<file path="config.mk">
export PLATFORM = sky130hd
export DESIGN_NAME = mcs_sync_ctrl
export DESIGN_NICKNAME = d
export VERILOG_FILES = /design/src/hw/mcs_pkg.sv /design/src/hw/mcs_sync_ctrl.sv
export VERILOG_INCLUDE_DIRS = /design/src /design/src/hw
export SDC_FILE = /design/constraint.sdc
export NUM_CORES = 1
export LEC_CHECK = 0
export ABC_AREA = 1
export ABC_CLOCK_PERIOD_IN_PS = 850
export BUFFER_PORTS_ARGS = -buffer_cell sky130_fd_sc_hd__buf_2
export CAP_MARGIN = 25
export CORE_ASPECT_RATIO = 1.25
export CORE_MARGIN = 2
export CORE_UTILIZATION = 39
export DETAILED_ROUTE_END_ITERATION = 8
export MAX_ROUTING_LAYER = met4
export PLACE_DENSITY = 0.66
export RECOVER_POWER = 50
export SLEW_MARGIN = 25
export SYNTH_ARGS = -nofsm -noshare
export SYNTH_HDL_FRONTEND = slang
export SYNTH_SLANG_ARGS = --single-unit
</file>
<file path="constraint.sdc">
create_clock -name i_clock -period 0.85 [get_ports i_clock]
set_input_delay 0.085 -clock i_clock [delete_from_list [all_inputs] [get_ports i_clock]]
set_output_delay 0.085 -clock i_clock [all_outputs]
set_load 0.02 [all_outputs]
</file>
<file path="src/hw/mcs_params.svh">
// Register offsets, field positions, reset values and timing for the converter sync control block.
// Included by the package and the design; holds definitions only.
`ifndef MCS_PARAMS_SVH
`define MCS_PARAMS_SVH
`define MCS_ADDR_W 4
`define MCS_OFF_SYNC_CFG 4'hE
`define MCS_OFF_RSVD_RO 4'hF
`define MCS_SYNC_CFG_RST 16'h0003
`define MCS_RSVD_RO_VAL 16'h001D
`define MCS_DLY_MSB 15
`define MCS_DLY_LSB 7
`define MCS_DLY_W 9
`define MCS_DLY_MAX_CODE 9'h13F
`define MCS_DLY_MAX_PS 1200
`define MCS_IQ_BIT 6
`define MCS_RSV_BIT 5
`define MCS_PH_MSB 4
`define MCS_PH_LSB 3
`define MCS_SLAVE_BIT 2
`define MCS_DOC_BIT 1
`define MCS_DR_BIT 0
`define MCS_DIV4_W 2
`define MCS_DIV4_LAST 2'h3
`define MCS_DIV4_HALF 2'h2
`define MCS_REF_OUTS 2
`endif

</file>
<file path="src/hw/mcs_pkg.sv">
// Types shared by the converter sync control block.
// Assumes mcs_params.svh is on the include path.
`include "mcs_params.svh"
package mcs_pkg;
   typedef enum logic [1:0] {
      MCS_PH_0 = 2'b00,
      MCS_PH_90 = 2'b01,
      MCS_PH_180 = 2'b10,
      MCS_PH_270 = 2'b11
   } mcs_phase_t;
   typedef enum logic [0:0] {
      MCS_MASTER = 1'b0,
      MCS_SLAVE = 1'b1
   } mcs_role_t;
endpackage

</file>
<file path="src/hw/mcs_sync_ctrl.sv">
// Sync configuration register and the reference clock logic it steers.
// Assumes one 100 MHz clock, a plain register port, and a reference input from a peer converter pin.
// Operation
// RL1: Reference input delayed by programmable 9-bit code.
// RL2: Codes at or above 319 saturate delay.
// RL3: Dual-edge mode samples I and Q 180 apart.
// RL4: Software clears other register field for dual-edge.
// RL5: Software writes reserved bit 5 as zero.
// RL6: Phase select latches reference at chosen quarter.
// RL7: Slave aligns divided clocks to master reference.
// RL8: Disable bit low drives divide-by-four outputs.
// RL9: Output enable independent of master or slave.
// RL10: Reset-disable bit gates output clock realignment.
// RL11: Address fifteen read only, writes ignored.
// RL12: Register reads back written fields immediately after.
//
// The implementer's own choice: the strobed register port.
`include "mcs_params.svh"
module mcs_sync_ctrl #(
   parameter int DLY_W = `MCS_DLY_W
) (
   input wire logic i_clock,
   input wire logic i_nrst,
   input wire logic [`MCS_ADDR_W-1:0] i_addr,
   input wire logic [15:0] i_wdata,
   input wire logic i_wr,
   input wire logic i_rd,
   output logic [15:0] o_rdata,
   input wire logic i_ref_clk_in,
   input wire logic i_output_clk_realign,
   output logic o_sync_ref_out_a,
   output logic o_sync_ref_out_b,
   output logic o_sync_ref_oe_n,
   output logic [DLY_W-1:0] o_ref_clk_delay,
   output logic [1:0] o_phase_select,
   output logic o_slave_enable,
   output logic o_dual_edge_iq_mode,
   output logic o_q_sample_en,
   output logic o_i_sample_en,
   output logic o_ref_latched,
   output logic o_div_realign
);
   logic [15:0] cfg_r;
   logic [DLY_W-1:0] dly_sat;
   logic [1:0] ref_sync_r;
   logic [1:0] rlg_sync_r;
   logic [`MCS_DIV4_W-1:0] div_r;
   logic [`MCS_DIV4_W-1:0] div_nxt;
   logic [`MCS_REF_OUTS-1:0] ref_out_r;
   logic ref_prev_r;
   logic rlg_prev_r;
   logic ref_rise;
   logic realign_go;
   logic [1:0] ph_sel;
   logic div_free;
   mcs_pkg::mcs_role_t role;

   // Configuration register; address fifteen has no storage.
   always_ff @(posedge i_clock) begin
      if (!i_nrst) begin
         cfg_r <= `MCS_SYNC_CFG_RST;
      end else if (i_wr && i_addr == `MCS_OFF_SYNC_CFG) begin
         cfg_r <= i_wdata; // RL12 RL11
      end
   end

   always_ff @(posedge i_clock) begin
      if (!i_nrst) begin
         o_rdata <= 16'h0000;
      end else if (i_rd) begin
         case (i_addr)
            `MCS_OFF_SYNC_CFG: o_rdata <= cfg_r; // RL12
            `MCS_OFF_RSVD_RO: o_rdata <= `MCS_RSVD_RO_VAL; // RL11
            default: o_rdata <= 16'h0000;
         endcase
      end else begin
         o_rdata <= 16'h0000;
      end
   end

   // Delay code as applied by the analog delay line, saturated at its maximum.
   always_comb begin
      dly_sat = cfg_r[`MCS_DLY_MSB:`MCS_DLY_LSB]; // RL1
      if (cfg_r[`MCS_DLY_MSB:`MCS_DLY_LSB] >= `MCS_DLY_MAX_CODE) begin
         dly_sat = `MCS_DLY_MAX_CODE; // RL2
      end
   end

   assign ph_sel = cfg_r[`MCS_PH_MSB:`MCS_PH_LSB];
   assign role = mcs_pkg::mcs_role_t'(cfg_r[`MCS_SLAVE_BIT]);

   // Two-flop synchronisers for the peer reference and the realign pin.
   always_ff @(posedge i_clock) begin
      if (!i_nrst) begin
         ref_sync_r <= 2'h0;
      end else begin
         ref_sync_r <= {ref_sync_r[0], i_ref_clk_in};
      end
   end

   always_ff @(posedge i_clock) begin
      if (!i_nrst) begin
         rlg_sync_r <= 2'h0;
      end else begin
         rlg_sync_r <= {rlg_sync_r[0], i_output_clk_realign};
      end
   end

   always_ff @(posedge i_clock) begin
      if (!i_nrst) begin
         ref_prev_r <= 1'h0;
      end else begin
         ref_prev_r <= ref_sync_r[1];
      end
   end

   always_ff @(posedge i_clock) begin
      if (!i_nrst) begin
         rlg_prev_r <= 1'h0;
      end else begin
         rlg_prev_r <= rlg_sync_r[1];
      end
   end

   assign ref_rise = ref_sync_r[1] && !ref_prev_r;
   assign realign_go = rlg_sync_r[1] && !rlg_prev_r && !cfg_r[`MCS_DR_BIT]; // RL10

   // Divide-by-four counter; a slave restarts it on each rising master reference edge.
   always_comb begin
      div_nxt = div_r + `MCS_DIV4_W'(1);
      if ((role == mcs_pkg::MCS_SLAVE && ref_rise) || realign_go) begin
         div_nxt = '0; // RL7 RL10
      end
   end

   always_ff @(posedge i_clock) begin
      if (!i_nrst) begin
         div_r <= '0;
      end else begin
         div_r <= div_nxt;
      end
   end

   // Reference sampled at the quarter of the divided period chosen by the phase field.
   always_ff @(posedge i_clock) begin
      if (!i_nrst) begin
         o_ref_latched <= 1'h0;
      end else if (div_r == ph_sel) begin
         o_ref_latched <= ref_sync_r[1]; // RL6
      end
   end

   // Divided clock outputs; both drivers share one divider and one enable.
   assign div_free = !cfg_r[`MCS_DOC_BIT] && !cfg_r[`MCS_SLAVE_BIT] && !realign_go;

   for (genvar g = 0; g < `MCS_REF_OUTS; g++) begin : g_ref_out
      always_ff @(posedge i_clock) begin
         if (!i_nrst) begin
            ref_out_r[g] <= 1'h0;
         end else begin
            ref_out_r[g] <= !cfg_r[`MCS_DOC_BIT] && (div_nxt < `MCS_DIV4_HALF); // RL8
         end
      end
   end

   assign o_sync_ref_out_a = ref_out_r[0];
   assign o_sync_ref_out_b = ref_out_r[1];

   // The driver enable ignores the master or slave role.
   always_ff @(posedge i_clock) begin
      if (!i_nrst) begin
         o_sync_ref_oe_n <= 1'h1;
      end else begin
         o_sync_ref_oe_n <= cfg_r[`MCS_DOC_BIT]; // RL8 RL9
      end
   end

   // Dual-edge strobes: I on the first half, Q half a divided period later.
   always_ff @(posedge i_clock) begin
      if (!i_nrst) begin
         o_i_sample_en <= 1'b0;
         o_q_sample_en <= 1'b0;
      end else begin
         o_i_sample_en <= div_nxt == '0;
         o_q_sample_en <= cfg_r[`MCS_IQ_BIT] ? (div_nxt == `MCS_DIV4_HALF) : (div_nxt == '0); // RL3
      end
   end

   always_ff @(posedge i_clock) begin
      if (!i_nrst) begin
         o_ref_clk_delay <= '0;
      end else begin
         o_ref_clk_delay <= dly_sat; // RL1 RL2
      end
   end

   always_ff @(posedge i_clock) begin
      if (!i_nrst) begin
         o_phase_select <= 2'h0;
      end else begin
         o_phase_select <= ph_sel; // RL6
      end
   end

   always_ff @(posedge i_clock) begin
      if (!i_nrst) begin
         o_slave_enable <= 1'h0;
      end else begin
         o_slave_enable <= cfg_r[`MCS_SLAVE_BIT]; // RL7
      end
   end

   always_ff @(posedge i_clock) begin
      if (!i_nrst) begin
         o_dual_edge_iq_mode <= 1'h0;
      end else begin
         o_dual_edge_iq_mode <= cfg_r[`MCS_IQ_BIT]; // RL3
      end
   end

   always_ff @(posedge i_clock) begin
      if (!i_nrst) begin
         o_div_realign <= 1'h0;
      end else begin
         o_div_realign <= realign_go; // RL10
      end
   end

   // Checks on the register file and on the controls that it drives.
   property p_sat;
      @(posedge i_clock) disable iff (!i_nrst)
         cfg_r[`MCS_DLY_MSB:`MCS_DLY_LSB] >= `MCS_DLY_MAX_CODE |=> o_ref_clk_delay == `MCS_DLY_MAX_CODE;
   endproperty
   a_sat: assert property (p_sat) else $error("Delay code not saturated."); // RL2

   property p_dly;
      @(posedge i_clock) disable iff (!i_nrst)
         cfg_r[`MCS_DLY_MSB:`MCS_DLY_LSB] < `MCS_DLY_MAX_CODE |=>
            o_ref_clk_delay == $past(cfg_r[`MCS_DLY_MSB:`MCS_DLY_LSB]);
   endproperty
   a_dly: assert property (p_dly) else $error("Delay code not passed through."); // RL1

   property p_wr;
      @(posedge i_clock) disable iff (!i_nrst)
         i_wr && i_addr == `MCS_OFF_SYNC_CFG ##1 i_rd && i_addr == `MCS_OFF_SYNC_CFG |=>
            o_rdata == $past(i_wdata, 2);
   endproperty
   a_wr: assert property (p_wr) else $error("Readback differs from write."); // RL12

   property p_ro;
      @(posedge i_clock) disable iff (!i_nrst)
         i_rd && i_addr == `MCS_OFF_RSVD_RO |=> o_rdata == `MCS_RSVD_RO_VAL;
   endproperty
   a_ro: assert property (p_ro) else $error("Read-only word changed."); // RL11

   property p_off;
      @(posedge i_clock) disable iff (!i_nrst)
         cfg_r[`MCS_DOC_BIT] ##1 cfg_r[`MCS_DOC_BIT] |-> o_sync_ref_oe_n && !o_sync_ref_out_a && !o_sync_ref_out_b;
   endproperty
   a_off: assert property (p_off) else $error("Reference outputs driven while disabled."); // RL8

   property p_div4;
      @(posedge i_clock) disable iff (!i_nrst)
         !cfg_r[`MCS_DOC_BIT] ##1 div_free ##1 (div_free && $rose(o_sync_ref_out_a)) ##1 div_free |->
            o_sync_ref_out_a ##1 !o_sync_ref_out_a;
   endproperty
   a_div4: assert property (p_div4) else $error("Reference output not divide by four."); // RL8 RL9

   property p_slave;
      @(posedge i_clock) disable iff (!i_nrst)
         role == mcs_pkg::MCS_SLAVE && ref_rise |=> div_r == '0;
   endproperty
   a_slave: assert property (p_slave) else $error("Slave did not align to reference."); // RL7

   property p_rlg;
      @(posedge i_clock) disable iff (!i_nrst)
         cfg_r[`MCS_DR_BIT] |=> !o_div_realign;
   endproperty
   a_rlg: assert property (p_rlg) else $error("Realign honoured while disabled."); // RL10

   property p_iq;
      @(posedge i_clock) disable iff (!i_nrst)
         o_i_sample_en && cfg_r[`MCS_IQ_BIT] && $stable(cfg_r) |-> !o_q_sample_en;
   endproperty
   a_iq: assert property (p_iq) else $error("Q strobe not offset in dual-edge mode."); // RL3

   property p_ph;
      @(posedge i_clock) disable iff (!i_nrst)
         div_r == ph_sel |=> o_ref_latched == $past(ref_sync_r[1]);
   endproperty
   a_ph: assert property (p_ph) else $error("Reference latched at wrong phase."); // RL6

   property p_cfg;
      @(posedge i_clock) disable iff (!i_nrst)
         i_wr && i_addr == `MCS_OFF_SYNC_CFG |=> cfg_r == $past(i_wdata);
   endproperty
   a_cfg: assert property (p_cfg) else $error("Write did not land in the sync register."); // RL12

   property p_ro_wr;
      @(posedge i_clock) disable iff (!i_nrst)
         i_wr && i_addr != `MCS_OFF_SYNC_CFG |=> $stable(cfg_r);
   endproperty
   a_ro_wr: assert property (p_ro_wr) else $error("Write elsewhere changed the sync register."); // RL11

   property p_rdz;
      @(posedge i_clock) disable iff (!i_nrst)
         !i_rd |=> o_rdata == 16'h0000;
   endproperty
   a_rdz: assert property (p_rdz) else $error("Read data not cleared outside a read."); // RL12

   property p_ab;
      @(posedge i_clock) disable iff (!i_nrst)
         o_sync_ref_out_a == o_sync_ref_out_b;
   endproperty
   a_ab: assert property (p_ab) else $error("Reference outputs differ."); // RL8

   property p_oe;
      @(posedge i_clock) disable iff (!i_nrst)
         1'h1 |=> o_sync_ref_oe_n == $past(cfg_r[`MCS_DOC_BIT]);
   endproperty
   a_oe: assert property (p_oe) else $error("Driver enable does not follow its bit."); // RL9

   property p_ph_out;
      @(posedge i_clock) disable iff (!i_nrst)
         1'h1 |=> o_phase_select == $past(ph_sel);
   endproperty
   a_ph_out: assert property (p_ph_out) else $error("Phase select output stale."); // RL6

   property p_slv_out;
      @(posedge i_clock) disable iff (!i_nrst)
         1'h1 |=> o_slave_enable == $past(cfg_r[`MCS_SLAVE_BIT]);
   endproperty
   a_slv_out: assert property (p_slv_out) else $error("Slave enable output stale."); // RL7

   property p_mode;
      @(posedge i_clock) disable iff (!i_nrst)
         1'h1 |=> o_dual_edge_iq_mode == $past(cfg_r[`MCS_IQ_BIT]);
   endproperty
   a_mode: assert property (p_mode) else $error("Dual-edge mode output stale."); // RL3

   property p_iq_off;
      @(posedge i_clock) disable iff (!i_nrst)
         !cfg_r[`MCS_IQ_BIT] && $stable(cfg_r) |-> o_q_sample_en == o_i_sample_en;
   endproperty
   a_iq_off: assert property (p_iq_off) else $error("Q strobe offset outside dual-edge mode."); // RL3

   property p_rlg_on;
      @(posedge i_clock) disable iff (!i_nrst)
         !cfg_r[`MCS_DR_BIT] && rlg_sync_r[1] && !rlg_prev_r |=> o_div_realign && div_r == '0;
   endproperty
   a_rlg_on: assert property (p_rlg_on) else $error("Enabled realign not honoured."); // RL10

   c_slave: cover property (@(posedge i_clock) disable iff (!i_nrst) role == mcs_pkg::MCS_SLAVE && ref_rise);
   c_out: cover property (@(posedge i_clock) disable iff (!i_nrst) !o_sync_ref_oe_n && o_sync_ref_out_a);
   c_iq: cover property (@(posedge i_clock) disable iff (!i_nrst) o_dual_edge_iq_mode && o_q_sample_en);
   c_rlg: cover property (@(posedge i_clock) disable iff (!i_nrst) o_div_realign);
   c_sat: cover property (@(posedge i_clock) disable iff (!i_nrst) o_ref_clk_delay == `MCS_DLY_MAX_CODE);
endmodule // mcs_sync_ctrl

</file>
**Yosys cells after proc, flatten, opt, wreduce, memory -nomap -nowiden**

Cells that the tools add are included.

- RAM bits: 0
- Bits of input ports: 26
- Memory bits (read-only): 0
- Logic and storage cells: 44
- Memories: 0
- Register bits after elaboration: 59
- Latch bits: 0
- Output and inout port bits: 36

- Multipliers: 0
- Multiplexer cells: 4
- Reduce and logical (&&, ||, !) cells: 14
- Bitwise gates (word level): 1
- Order comparisons: 2
- Eq/ne operators: 4
- Shift-type cells: 0
- Add/subtract/negate cells: 1
- Div/mod/pow operators: 0

Operator list:

| cell | number |
|---|---|
| $pmux 16 s2 | 1 |
| $ge 9x9->1 const B | 1 |
| $mux 9 | 1 |
| $eq 4x4->1 const B | 2 |
| $logic_and 1x1->1 | 6 |
| $logic_not 1->1 | 4 |
| $add 2x1->2 const B | 1 |
| $eq 2x2->1 | 1 |
| $eq 2x2->1 const B | 1 |
| $logic_not 2->1 | 1 |
| $lt 2x2->1 const B | 1 |
| $mux 2 | 1 |
| $reduce_and 2->1 | 1 |
| $reduce_or 2->1 | 1 |
| $logic_or 1x1->1 | 1 |
| $mux 1 | 1 |
| $not 1->1 | 1 |

**Longest topological paths before layout**

- Depth after elaboration: 7
- Mapped depth: 7
- Gate-level depth less buffers: 7

**Worst setup path after synthesis**

OpenSTA, ideal clock, no wires.

- Kind: register -> register
- From: register cfg_r[11]
- To: register o_ref_clk_delay[6]
- Path buffers: 0
- Setup time: 0.110 ns
- Data arrival time: 0.799 ns
- Slack: -0.059 ns
- Clock period less this slack: 0.909 ns
- Cell stages (with the launch flop): 8
- Required time: 0.740 ns
- Cell sequence: dfxtp_1 nand2_1 nor2_1 nand2_1 nand2_1 nand2_1 nand3_1 inv_1

- Longest elaborated chain between the ends: 2

Ends and longest elaborated chain:

| element | RTL line | text |
|---|---|---|
| start: declaration | mcs_sync_ctrl.sv:43 | `logic [15:0] cfg_r;` |
| start signal: assignment | mcs_sync_ctrl.sv:61 | `` cfg_r <= `MCS_SYNC_CFG_RST; `` |
| start signal: assignment | mcs_sync_ctrl.sv:63 | `cfg_r <= i_wdata;` |
| $ge 9x9->1 (no source line) | -- |  |
| $reduce_or 2->1 (no source line) | -- |  |
| end signal: assignment | mcs_sync_ctrl.sv:193 | `o_ref_clk_delay <= dly_sat;` |
| end: declaration | mcs_sync_ctrl.sv:34 | `output logic [DLY_W-1:0] o_ref_clk_delay,` |

No other way between the ends.
A chain may end at the register's enable or synchronous reset.

**Worst setup path after layout**

- From: register cfg_r[0]
- To: register o_q_sample_en

- Longest elaborated chain between the ends: 6
- Elaborated cells between the ends (all ways): 7
- Those cells by class: eq/ne (1); mux (2); reduce/logical (4)

Ends and longest elaborated chain:

| element | RTL line | text |
|---|---|---|
| $logic_not 1->1 * | mcs_sync_ctrl.sv:126 | `` assign realign_go = rlg_sync_r[1] && !rlg_prev_r && !cfg_r[`MCS_DR_BIT]; `` |
| $logic_and 1x1->1 * | mcs_sync_ctrl.sv:126 |  |
| $logic_or 1x1->1 * | mcs_sync_ctrl.sv:131 | `if ((role == mcs_pkg::MCS_SLAVE && ref_rise) \|\| realign_go) begin` |
| $mux 2 * | mcs_sync_ctrl.sv:131 |  |
| $eq 2x2->1 (no source line) or $logic_not 2->1 (tied branches) | -- |  |
| $mux 1 * | mcs_sync_ctrl.sv:185 | `` o_q_sample_en <= cfg_r[`MCS_IQ_BIT] ? (div_nxt == `MCS_DIV4_HALF) : (div_nxt == '0); `` |
| end signal: assignment | mcs_sync_ctrl.sv:185 |  |
| end: declaration | mcs_sync_ctrl.sv:38 | `output logic o_q_sample_en,` |

Every way passes the cells marked *; elsewhere a longest branch is shown, timed or not.

==> results_dict.tcl <==
set metrics [dict create \
    status "complete, but fails checks" \
    failed_checks "setup timing" \
    power.total_uw 5466 \
    setup_tns_ps -864.6 \
    path_buf_inv 1 \
    synthToLayoutAreaGrowth_pct 53.46 \
    pwr-share-seq_pct 52.0 \
    netlist.area_leader.share_pct 59.37 \
    p_sw_uw 1202 \
    drc 0 \
    ant_nets 0 \
    antenna_cells 0 \
    cts_max_path_buffers 2 \
    ys_types 20 \
    wl_per_cell_um 11.29 \
    synth_area_mm2 0.001989 \
    clk_pin_slew_ps 60 \
    leakagePower_uw 0.001417 \
    critPathLaunchType "register" \
    ff2ff_setup_slack_ps -90 \
    combPwrFrac_pct 6.8 \
    fin_worst_skew_ps 7.030 \
    slowest_stage "dfxtp_2" \
    hold_viol 0 \
    antenna_found_initial 0 \
    syn_nets 258 \
    dieArea_mm2 0.005692 \
    cp-end-kind "register" \
    internal_power_uw 4264 \
    min_path_type "in -> reg" \
    clock.fmax_ghz 1.069 \
    rsz0062_at_grt "yes" \
    clkPwrFrac_pct 41.2 \
    place_congestion 0.7490 \
    seq_area_frac_synth_pct 59.37 \
    swShare_pct 21.99 \
    routed_wl_um 4414 \
    pwr_density_cell_mw_per_mm2 1790 \
    synth_area_leader_cell "dfxtp_1" \
    numPortBuffers 61 \
    final_common_cell "nand2_1" \
    layout_min_cycle_time_ps 935.3 \
    required_ps 1070 \
    drive_gt1_share_pct 51.06 \
    max_slew_margin_pct 74.16 \
    io_pins 62 \
    drv_cap 0 \
    synth_seq_cells 59 \
    critPathMaxFanout 5 \
    slowest_delay_ps 340 \
    grt_pass1_vias 1722 \
    path_delay_family "flip-flops" \
    die_h_um 83.85 \
    nNetsFinal 351 \
    setup_viol 24 \
    core_mm2 0.005007 \
    cts_made_buffers 9 \
    layout_common_cells "nand2_1 (45), dfxtp_2 (41), buf_6 (36), inv_1 (26), buf_2 (25)" \
    cts_tree "yes" \
    fp-row-count 29 \
    grt_use_total_pct 18.21 \
    grt-ovfl-total 0 \
    via_count 1763 \
    viasPerCell 4.509 \
    clockRootBuffer "clkbuf_8" \
    dp_hpwl_um 2959 \
    die_w_um 67.88 \
    grt_pass1_wl_um 7445 \
    path_class "reg -> reg" \
    final.fill_count 437 \
    htreeDepth 3 \
    synth_cells 232 \
    worst_slack_ps -85.30 \
    placedInstanceArea_mm2 0.002501 \
    grt_start_max_net_pins 19 \
    period_share_pct 110.0 \
    clkSinkCount 59 \
    clkLatencyLatePin_ps 330 \
    synth_warnings 0 \
    cpMostUsedCell "nor2_1" \
    dpl_worst_slack_ps -106.4 \
    slew_violations 0 \
    ir_drop_v 0.0008894 \
    synthTopCellsByArea "dfxtp_1 (59%), nand2_1 (9.2%), inv_1 (6.0%)" \
    crit_chain "inv_2 > nand3b_1 > o211ai_1 > nor2_1 > nor2_1" \
    initial_core_util_pct 39.73 \
    worst_slew_pin_slew_ps 386.2 \
    drt_iter0_drc 56 \
    synth_area_per_cell_um2 8.575 \
    design_area_mm2 0.003053 \
    critical_path_arrival_ps 1160 \
    firstDrtPassIters 4 \
]
==> Yosys cell counts <==
cell	n
nand4_1	1
nand3_1	22
nor2_4	1
buf_4	1
a21oi_1	21
nand3b_1	1
nand3_2	1
nand2_1	49
or2_2	1
inv_1	32
nand2_4	1
buf_6	5
o211ai_1	2
nor2_1	20
dfxtp_1	59
a21oi_2	2
buf_2	4
nor3_1	7
and2_1	1
clkbuf_1	1
==> worst paths after layout <==
path                  from       endpoint  depth (start not counted)
max               cfg_r[0]  o_q_sample_en                          5
max reg2reg       cfg_r[0]  o_q_sample_en                          5
min             i_wdata[3]       cfg_r[3]                          3
min reg2reg  ref_sync_r[0]  ref_sync_r[1]                          2
==> metal layers <==
layer  global-route usage, %  wire (µm)  vias up
met3                   5.533        276       13
met4                   10.18        129        0
met2                   27.18       2061       63
li1                        -          -      905
met5                       -          0        -
met1                   21.45       1947      782
==> worst reg2reg max path, cell delays in order, from the launching register on <==
cell and delay, ps:
dfxtp_2 340, inv_2 40, nand3b_1 160, o211ai_1 130, nor2_1 110, nor2_1 40
==> what timing repair did <==
action	in CTS	in global routing
setup endpoints to repair	49	50
hold endpoints to repair	4	0
pin swaps	5	5
buffers inserted	3	1
resized for setup	125	7
hold buffers	4	0
==> logic make-up after synthesis <==
group,count (synthesis),synth area share [%]
AO/OA/AOI/OAI,25,6.918
flip-flops,59,59.37
buffers and inverters,43,10.44
AND/OR/NAND/NOR,105,23.27
==> registers in the layout, indices dropped and copies added (netlist names), 2 cells and up <==
signal and cells:
rlg_sync_r 2, o_rdata 16, cfg_r 16, o_phase_select 2, o_ref_clk_delay 9, ref_sync_r 2, div_r 2
==> power groups by stage <==
stage	sequential, µW	combinational (µW)	clock [µW]
6_report	2840	373	2250
3_5_place_dp	2890	326	0
5_1_grt	2840	418	2420
2_1_floorplan	2910	160	0
3_3_place_gp	2890	324	0
4_1_cts	2840	374	2300
==> area by class of cell <==
cell class                      instances  area, µm²  share of cell area, %
Timing Repair Buffer                   93      798.3                  26.15
Sequential cell                        59       1240                  40.61
Tap cell                               62      77.57                  2.541
Inverter                               32      120.1                  3.934
Multi-Input combinational cell        130      638.1                  20.90
Clock inverter                          2      10.01                 0.3279
Clock buffer                           13      168.9                  5.533
==> metrics by stage <==
| stage | utilization (%) | instances | hold WS, ps |
|---|---|---|---|
| 6_report | 60.97 | 391 | 17.16 |
| 5_1_grt | 60.97 | 391 | 20.59 |
| 4_1_cts | 60.89 | 390 | 8.771 |
| 3_5_place_dp | 49.95 | 368 | 273.5 |
| 3_3_place_gp | 49.95 | 368 | 265.0 |
| 2_1_floorplan | - | 232 | 182.6 |
Note: power is estimated with default switching activity, not from simulation.
